<file path="config.mk">
export PLATFORM = sky130hd
export DESIGN_NAME = prt_timer
export DESIGN_NICKNAME = d
export VERILOG_FILES = /design/src/prt_pkg.sv /design/src/prt_timer.sv /design/src/prt_core.sv
export SDC_FILE = /design/constraint.sdc
export NUM_CORES = 1
export LEC_CHECK = 0
export BUFFER_PORTS_ARGS = -buffer_cell sky130_fd_sc_hd__buf_2
export CAP_MARGIN = 20
export CORE_MARGIN = 8
export CORE_UTILIZATION = 40
export CTS_BUF_LIST = sky130_fd_sc_hd__clkbuf_8 sky130_fd_sc_hd__clkbuf_16
export DETAILED_ROUTE_END_ITERATION = 8
export GPL_ROUTABILITY_DRIVEN = 1
export SYNTH_ARGS = -nofsm -noshare
export SYNTH_HDL_FRONTEND = slang
export SYNTH_SLANG_ARGS = --single-unit
export TNS_END_PERCENT = 100
</file>
<file path="constraint.sdc">
create_clock -name CLK -period 3 [get_ports CLK]
set_input_delay 0.15 -clock CLK [delete_from_list [all_inputs] [get_ports CLK]]
set_output_delay 0.15 -clock CLK [all_outputs]
set_load 0.1 [all_outputs]
</file>
<file path="src/prt_pkg.sv">
// prt_pkg: constants, register map and carrier types for the prescaled reload timer.
// assumes: a 200 MHz system clock; the 13.56 MHz timer base arrives as a one-cycle tick.
package prt_pkg;
    // register byte offsets on the apb bus
    localparam logic [7:0] OFS_TIMER_MODE = 8'h00;
    localparam logic [7:0] OFS_PRESCALE_LOW = 8'h04;
    localparam logic [7:0] OFS_COUNT_RELOAD = 8'h08;
    localparam logic [7:0] OFS_COUNT_VALUE = 8'h0C;
    localparam logic [7:0] OFS_COMMON_IRQ = 8'h10;
    localparam logic [7:0] OFS_FIRST_STATUS = 8'h14;
    localparam logic [7:0] OFS_CONTROL = 8'h18;
    localparam logic [7:0] OFS_IRQ_ENABLE = 8'h1C;
    // timer mode register fields
    localparam int MODE_AUTO_BIT = 7;
    localparam int MODE_RESTART_BIT = 4;
    localparam int MODE_EVEN_BIT = 5;
    localparam int MODE_PRE_HI_LSB = 0;
    localparam int MODE_PRE_HI_W = 4;
    // flag positions
    localparam int IRQ_TIMER_BIT = 0;
    localparam int IRQ_SET_BIT = 7;
    localparam int STAT_RUN_BIT = 3;
    localparam int CTRL_STOP_BIT = 7;
    localparam int CTRL_START_BIT = 6;
    // widths and reset values
    localparam int PRE_W = 12;
    localparam int CNT_W = 16;
    localparam logic [7:0] MODE_RST = 8'h00;
    localparam logic [7:0] PRE_LOW_RST = 8'h00;
    localparam logic [15:0] RELOAD_RST = 16'h0000;
    // timer base: 13.56 MHz from the 200 MHz clock by phase accumulation
    localparam int CLK_KHZ = 200000;
    localparam int BASE_KHZ = 13560;
    localparam logic [17:0] BASE_STEP = 18'(BASE_KHZ);
    localparam logic [17:0] BASE_WRAP = 18'(CLK_KHZ);

    // settings that the counting core needs
    typedef struct packed {
        logic [PRE_W-1:0] pre_reload;
        logic [CNT_W-1:0] cnt_reload;
        logic restart;
        logic even;
    } prt_cfg_s;

    // core status back to the register file
    typedef struct packed {
        logic running;
        logic zero_evt;
        logic [CNT_W-1:0] count;
    } prt_stat_s;

    typedef enum logic [0:0] {
        ST_IDLE = 1'b0,
        ST_RUN = 1'b1
    } prt_state_e;
endpackage

</file>
<file path="src/prt_timer.sv">
// prt_timer: apb register file around the cascaded reload timer.
// assumes: apb master per amba apb; protocol events arrive as one-cycle pulses on CLK.
//
// How it works
// - the timer steps on a 13.56 MHz base derived from the system clock.
// - first stage is a 12-bit prescaler, reload 0..4095 over two registers.
// - second stage is a counter with a 16-bit reload value 0..65535.
// - the live counter value is readable in its own register.
// - reaching zero sets the timer flag in the common interrupt register.
// - with its enable set, the zero event drives the interrupt output.
// - software may both set and clear the timer flag.
// - at zero the timer either halts or reloads and continues, by configuration.
// - a running bit in the first status register shows counting.
// - start-now starts the timer at once, stop-now halts it at once unless start-now or an auto-start event comes in the same cycle.
// - with auto-start set, protocol events start the timer without a write.
// - the counter stage delays its reload value plus one prescaler steps when reloading.
// - prescaler period is twice value plus one, or plus two when even.
// - the timer drives nothing but its own flag and interrupt line.
// - the flag rises the clock after the counter goes from one to zero, or steps at zero in one-shot mode or with a zero reload.
`timescale 1ns/1ps
module prt_timer (
    // clock and reset
    input wire logic CLK,
    input wire logic ARST_N,
    // apb slave
    input wire logic PSEL,
    input wire logic PENABLE,
    input wire logic PWRITE,
    input wire logic [7:0] PADDR,
    input wire logic [31:0] PWDATA,
    output logic [31:0] PRDATA,
    output logic PREADY,
    output logic PSLVERR,
    // protocol events that may auto-start the timer
    input wire logic PROTO_EVENT,
    // interrupt request line
    output logic IRQ
);
    import prt_pkg::*;

    logic [7:0] timer_mode_reg, next_timer_mode_reg;
    logic [7:0] prescale_low_reg, next_prescale_low_reg;
    logic [15:0] count_reload_reg, next_count_reload_reg;
    logic timer_zero_flag, next_timer_zero_flag;
    logic irq_en, next_irq_en;
    logic [31:0] next_prdata;
    logic start_pulse, next_start_pulse;
    logic stop_pulse, next_stop_pulse;
    logic [17:0] phase, next_phase;
    logic base_tick, next_base_tick;
    logic irq_q, next_irq_q;
    logic wr, rd, hit;
    prt_cfg_s cfg;
    prt_stat_s stat;

    assign wr = PSEL && PENABLE && PWRITE;
    // read data is captured in the setup cycle so that it stands through the access phase
    assign rd = PSEL && !PENABLE && !PWRITE;
    assign hit = (PADDR == OFS_TIMER_MODE) || (PADDR == OFS_PRESCALE_LOW) || (PADDR == OFS_COUNT_RELOAD)
        || (PADDR == OFS_COUNT_VALUE) || (PADDR == OFS_COMMON_IRQ) || (PADDR == OFS_FIRST_STATUS)
        || (PADDR == OFS_CONTROL) || (PADDR == OFS_IRQ_ENABLE);
    // zero-wait slave; unmapped addresses answer with an error
    assign PREADY = 1'b1;
    assign PSLVERR = PSEL && PENABLE && !hit;

    // 13.56 MHz base tick by phase accumulation; jitter of one clock is the price
    always_comb begin
        next_phase = phase + BASE_STEP;
        next_base_tick = 1'b0;
        if (next_phase >= BASE_WRAP) begin
            next_phase = next_phase - BASE_WRAP;
            next_base_tick = 1'b1;
        end
    end

    // register writes, flag update and read mux
    always_comb begin
        next_timer_mode_reg = timer_mode_reg;
        next_prescale_low_reg = prescale_low_reg;
        next_count_reload_reg = count_reload_reg;
        next_irq_en = irq_en;
        next_timer_zero_flag = timer_zero_flag;
        next_start_pulse = 1'b0;
        next_stop_pulse = 1'b0;
        next_prdata = 32'h0000_0000;
        if (wr) begin
            case (PADDR)
                OFS_TIMER_MODE: next_timer_mode_reg = PWDATA[7:0];
                OFS_PRESCALE_LOW: next_prescale_low_reg = PWDATA[7:0];
                OFS_COUNT_RELOAD: next_count_reload_reg = PWDATA[15:0];
                OFS_COMMON_IRQ: begin
                    // bit 7 selects whether marked bits are set or cleared
                    if (PWDATA[IRQ_TIMER_BIT]) begin
                        next_timer_zero_flag = PWDATA[IRQ_SET_BIT];
                    end
                end
                OFS_CONTROL: begin
                    next_stop_pulse = PWDATA[CTRL_STOP_BIT];
                    next_start_pulse = PWDATA[CTRL_START_BIT];
                end
                OFS_IRQ_ENABLE: next_irq_en = PWDATA[IRQ_TIMER_BIT];
                default: ;
            endcase
        end
        if (PROTO_EVENT && timer_mode_reg[MODE_AUTO_BIT]) begin
            next_start_pulse = 1'b1;
        end
        // hardware set wins over a clear in the same cycle
        if (stat.zero_evt) begin
            next_timer_zero_flag = 1'b1;
        end
        if (rd) begin
            case (PADDR)
                OFS_TIMER_MODE: next_prdata = {24'h000000, timer_mode_reg};
                OFS_PRESCALE_LOW: next_prdata = {24'h000000, prescale_low_reg};
                OFS_COUNT_RELOAD: next_prdata = {16'h0000, count_reload_reg};
                OFS_COUNT_VALUE: next_prdata = {16'h0000, stat.count};
                OFS_COMMON_IRQ: next_prdata = {31'h00000000, timer_zero_flag};
                OFS_FIRST_STATUS: next_prdata = 32'(stat.running) << STAT_RUN_BIT;
                OFS_IRQ_ENABLE: next_prdata = {31'h00000000, irq_en};
                default: next_prdata = 32'h0000_0000;
            endcase
        end
        // the line follows the flag only; no other function is touched
        next_irq_q = irq_en && next_timer_zero_flag;
    end

    assign cfg.pre_reload = {timer_mode_reg[MODE_PRE_HI_LSB +: MODE_PRE_HI_W], prescale_low_reg};
    assign cfg.cnt_reload = count_reload_reg;
    assign cfg.restart = timer_mode_reg[MODE_RESTART_BIT];
    assign cfg.even = timer_mode_reg[MODE_EVEN_BIT];

    // registers of the bus side
    always_ff @(posedge CLK or negedge ARST_N) begin
        if (!ARST_N) begin
            timer_mode_reg <= MODE_RST;
            prescale_low_reg <= PRE_LOW_RST;
            count_reload_reg <= RELOAD_RST;
            timer_zero_flag <= 1'b0;
            irq_en <= 1'b0;
            PRDATA <= 32'h0000_0000;
            start_pulse <= 1'b0;
            stop_pulse <= 1'b0;
            phase <= 18'h00000;
            base_tick <= 1'b0;
            irq_q <= 1'b0;
        end else begin
            timer_mode_reg <= next_timer_mode_reg;
            prescale_low_reg <= next_prescale_low_reg;
            count_reload_reg <= next_count_reload_reg;
            timer_zero_flag <= next_timer_zero_flag;
            irq_en <= next_irq_en;
            PRDATA <= next_prdata;
            start_pulse <= next_start_pulse;
            stop_pulse <= next_stop_pulse;
            phase <= next_phase;
            base_tick <= next_base_tick;
            irq_q <= next_irq_q;
        end
    end

    assign IRQ = irq_q;

    prt_core u_core (
        .clk(CLK),
        .arst_n(ARST_N),
        .base_tick(base_tick),
        .start(start_pulse),
        .stop(stop_pulse),
        .cfg(cfg),
        .stat(stat)
    );
endmodule // prt_timer

</file>
<file path="src/prt_core.sv">
// prt_core: two-stage cascaded down-counter clocked by the 13.56 MHz base tick.
// assumes: start/stop are one-cycle pulses; base_tick is one cycle wide.
`timescale 1ns/1ps
module prt_core (
    // clock and reset
    input wire logic clk,
    input wire logic arst_n,
    // control
    input wire logic base_tick,
    input wire logic start,
    input wire logic stop,
    input wire prt_pkg::prt_cfg_s cfg,
    // status
    output prt_pkg::prt_stat_s stat
);
    import prt_pkg::*;

    prt_state_e state, next_state;
    logic [PRE_W-1:0] pre;
    logic [PRE_W-1:0] next_pre;
    logic half;
    logic next_half;
    logic [CNT_W-1:0] cnt;
    logic [CNT_W-1:0] next_cnt;
    logic zero_evt;
    logic next_zero_evt;

    // prescaler period is 2*value+1 base steps, or 2*value+2 when even is set
    always_comb begin
        next_state = state;
        next_pre = pre;
        next_half = half;
        next_cnt = cnt;
        next_zero_evt = 1'b0;
        if (start) begin
            next_state = ST_RUN;
            next_pre = cfg.pre_reload;
            next_half = 1'b0;
            next_cnt = cfg.cnt_reload;
        end else if (stop) begin
            next_state = ST_IDLE;
        end else if (state == ST_RUN && base_tick) begin
            // first pass takes value+1 steps, the second value (odd) or value+1 (even) steps
            if (pre != '0) begin
                next_pre = pre - 1'b1;
            end else if (!half && (cfg.even || cfg.pre_reload != '0)) begin
                next_half = 1'b1;
                next_pre = cfg.even ? cfg.pre_reload : cfg.pre_reload - 1'b1;
            end else begin
                next_half = 1'b0;
                next_pre = cfg.pre_reload;
                // prescaler underflow steps the counter stage
                if (cnt == 16'h0001) begin
                    next_cnt = 16'h0000;
                    next_zero_evt = 1'b1;
                    if (!cfg.restart) begin
                        next_state = ST_IDLE;
                    end
                end else if (cnt == 16'h0000) begin
                    // the step out of zero is the extra one of reload plus one
                    if (cfg.restart) begin
                        next_cnt = cfg.cnt_reload;
                        next_zero_evt = (cfg.cnt_reload == 16'h0000);
                    end else begin
                        // started at zero: report it and halt
                        next_zero_evt = 1'b1;
                        next_state = ST_IDLE;
                    end
                end else begin
                    next_cnt = cnt - 1'b1;
                end
            end
        end
    end

    // state registers
    always_ff @(posedge clk or negedge arst_n) begin
        if (!arst_n) begin
            state <= ST_IDLE;
            pre <= '0;
            half <= 1'b0;
            cnt <= '0;
            zero_evt <= 1'b0;
        end else begin
            state <= next_state;
            pre <= next_pre;
            half <= next_half;
            cnt <= next_cnt;
            zero_evt <= next_zero_evt;
        end
    end

    assign stat.running = (state == ST_RUN);
    assign stat.zero_evt = zero_evt;
    assign stat.count = cnt;
endmodule // prt_core

</file>
==> impl_metrics.toml <==
[worst_setup_path]
worst-path-buf-inv = 2
critical_path.top_delay_family = "simple AND/OR/NAND/NOR gates"
worstPathRequired_ns = 3.28
cp_max_fo = 7
cp.arrival_ns = 2.99
r2r_start = "phase[3]"
cp-startpoint = "phase[3]"
end_kind = "flop"
cpMaxStageDelayCell = "nor4b_2"
cp_cell_sequence = "inv_1 > ha_1 > nor4b_2 > o21ai_0 > xor2_1 > nand4_1 > o22ai_2 > buf_4 > nand2b_1 > xnor2_1"
cp-start-kind = "flop"
cpPeakStageDelay_ns = 0.50
critPathKind = "flop to flop"

[layout]
area_growth_pct = 12.3
diodes = 0
fillers = 1351
final_common_cell = "dfrtp_1"
seq_area_sq_um = 2500
mostFrequentLayoutCells = "dfrtp_1 (100), nor2_1 (53), buf_2 (46), o21ai_0 (36), a21oi_1 (35)"
fin_nets = 710
multi_input_area_sq_um = 3140
layout-drive-gt1-share = 0.212

[die]
fp.coreArea_sq_um = 14500
pin_count = 81
die_w_um = 137
rows = 44
initial_utilization = 0.407
fp.dieH_um = 137
die_area_sq_um = 18900

[synth]
synth_flop_cell = "dfrtp_1"
syn_avg_cell_area_sq_um = 9.70
syn_area_sq_um = 5900
synth_cell_type_count = 71
synth-seq-cells = 100
synth_top_area_cell = "dfrtp_1"
synth_area_leaders = "dfrtp_1 (42%), mux2_2 (6.5%), nor2_1 (3.4%), o21ai_0 (3.1%), a21oi_1 (3.0%)"
async_reset_ff_frac = 1.00
synthCells = 608
seq_area_frac_synth = 0.424
synth_warnings = 0
yosysTopAreaCellShare = 0.424
synth-edff-count = 0

[grt]
grt_pass1_wl_um = 24200
antenna_found_initial = 1
grt_max_degree = 53
grt_pass1_vias = 4727
grt_overflow = 0
track_usage = 0.161

[sta]
min_period_ns = 2.71
fmax_mhz = 369
timing.setup.tns_ns = 0
finalCritPeriodShare = 0.904
grt_setup_unrepaired = "false"
slew_headroom = 0.426
setup_viol = 0
worst_pin_slew_ns = 0.860
fin_skew_ns = 0.00912
drv_slew = 0
hold-worst-slack_ns = 0.0216
hold_violations = 0
setup_slack_ns = 0.287

[placed_design]
place_congestion = 0.856
port-buffer-count = 47
dp_slack_ns = 0.223
dp_hpwl_um = 10900

[outcome]
outcome = "finished, final reports clean"

[route]
first_pass_iters = 6
drt_iter0_drc = 259
via_per_inst = 5.67
route.detailed.drc = 0
finalWirelength_um = 14900
drtAntennaViolNets = 0
vias = 4771
wl_per_cell_um = 17.8

[power_and_ir_drop]
leakagePower_nw = 3.04
vdd_drop_max_v = 0.000394
powerDensity_nw_per_um2 = 715

[clock_tree]
clk_path_buf_depth = 2
postCtsSetupBuffers = 0
h-tree-depth = 3
cts_buffers = 9
cts_tree = "built"
cts-root-buf = "clkbuf_16"
cts.sinks = 100
clock_latency_ns = 0.35
clkSlewWorstSetupHoldPaths_ns = 0.07

[hold_path]
min-delay-path-class = "primary input to flop"
hp-start = "PWDATA[12]"

[run]
drv_cap = 0
==> cells by family after synthesis <==
kind of cell / synth area share
AND/OR/NAND/NOR: 0.188
AO/OA/AOI/OAI: 0.162
flip-flops: 0.424
buffers and inverters: 0.0541
multiplexers: 0.0997
XOR/XNOR: 0.0490
adder cells (fa/ha/maj): 0.0212
other: 0.00127
==> per-layer routing <==
layer	vias to the layer above	routed length [um]	global-route usage
met5	-	8	0
met4	2	184	0.0441
met3	19	802	0.0412
met2	124	7390	0.271
met1	2352	6550	0.201
li1	2274	-	-
==> cell usage after synthesis, types with 3 or more instances <==
cell type,instances
clkbuf_1,16
or2_2,3
ha_1,10
nor3_1,23
or3_1,3
inv_1,18
nor4_1,16
nand2_1,31
xor2_1,16
and2_1,9
nor2_1,53
a32oi_1,5
nor3b_1,4
nand4_1,6
and3_1,7
o211ai_1,3
xnor2_1,17
a211oi_1,4
nand3_1,12
nor2b_1,9
or4_1,4
mux2_2,34
dfrtp_1,100
a31oi_1,5
nand2b_1,6
o21ai_0,36
o31ai_1,4
o21a_1,5
mux2i_1,7
o21ai_1,14
or4_4,4
a21oi_1,35
buf_4,17
mux4_2,6
a22oi_1,19
buf_2,6
==> worst reg2reg max path, cell delays in order (launching register included) <==
cell      delay [ns]
dfrtp_1         0.44
inv_1           0.11
ha_1            0.21
nor4b_2         0.50
o21ai_0         0.21
xor2_1          0.29
nand4_1         0.25
o22ai_2         0.21
buf_4           0.19
nand2b_1        0.13
xnor2_1         0.11
==> stage by stage <==
stage          total power, W   util  instance area [sq um]  std cells
2_1_floorplan         0.00306      -                   5960        623
3_3_place_gp          0.00349  0.436                   6310        826
3_5_place_dp          0.00354  0.436                   6310        826
4_1_cts               0.00475  0.457                   6620        841
5_1_grt               0.00503  0.458                   6630        841
6_report              0.00474  0.458                   6630        841
==> layout make-up <==
type | count | share of cell area
clock buffer | 11 | 0.0381
clock inverter | 3 | 0.00718
inverter | 18 | 0.0102
multi-input combinational | 462 | 0.474
sequential | 100 | 0.378
tap | 184 | 0.0347
timing repair buffer | 63 | 0.0582
==> path summary, 6_finish.rpt <==
check	end	depth (start not counted)	slack (ns)
worst max-delay path	phase[10]	10	0.29
worst min-delay path	count_reload_reg[12]	2	0.02
worst max register to register	phase[10]	10	0.29
worst min register to register	timer_zero_flag	1	0.46
max in group asynchronous	count_reload_reg[8]	3	1.93
min in group asynchronous	u_core.pre[10]	2	0.37
==> power by group <==
group	switching [W]	leakage (nW)	internal (W)	total [W]
combinational	0.00126	1.56	0.000718	0.00198
sequential	0.000128	1.33	0.00144	0.00157
clock	0.000503	0.148	0.000686	0.00119
total	0.00189	3.04	0.00285	0.00474
==> timing repair <==
item                                   CTS  global route
setup endpoints to repair                0             2
hold buffers                             1             0
endpoints found under the hold margin   48             0
resized for setup                        0             2
(Power assumes the default switching activity.)
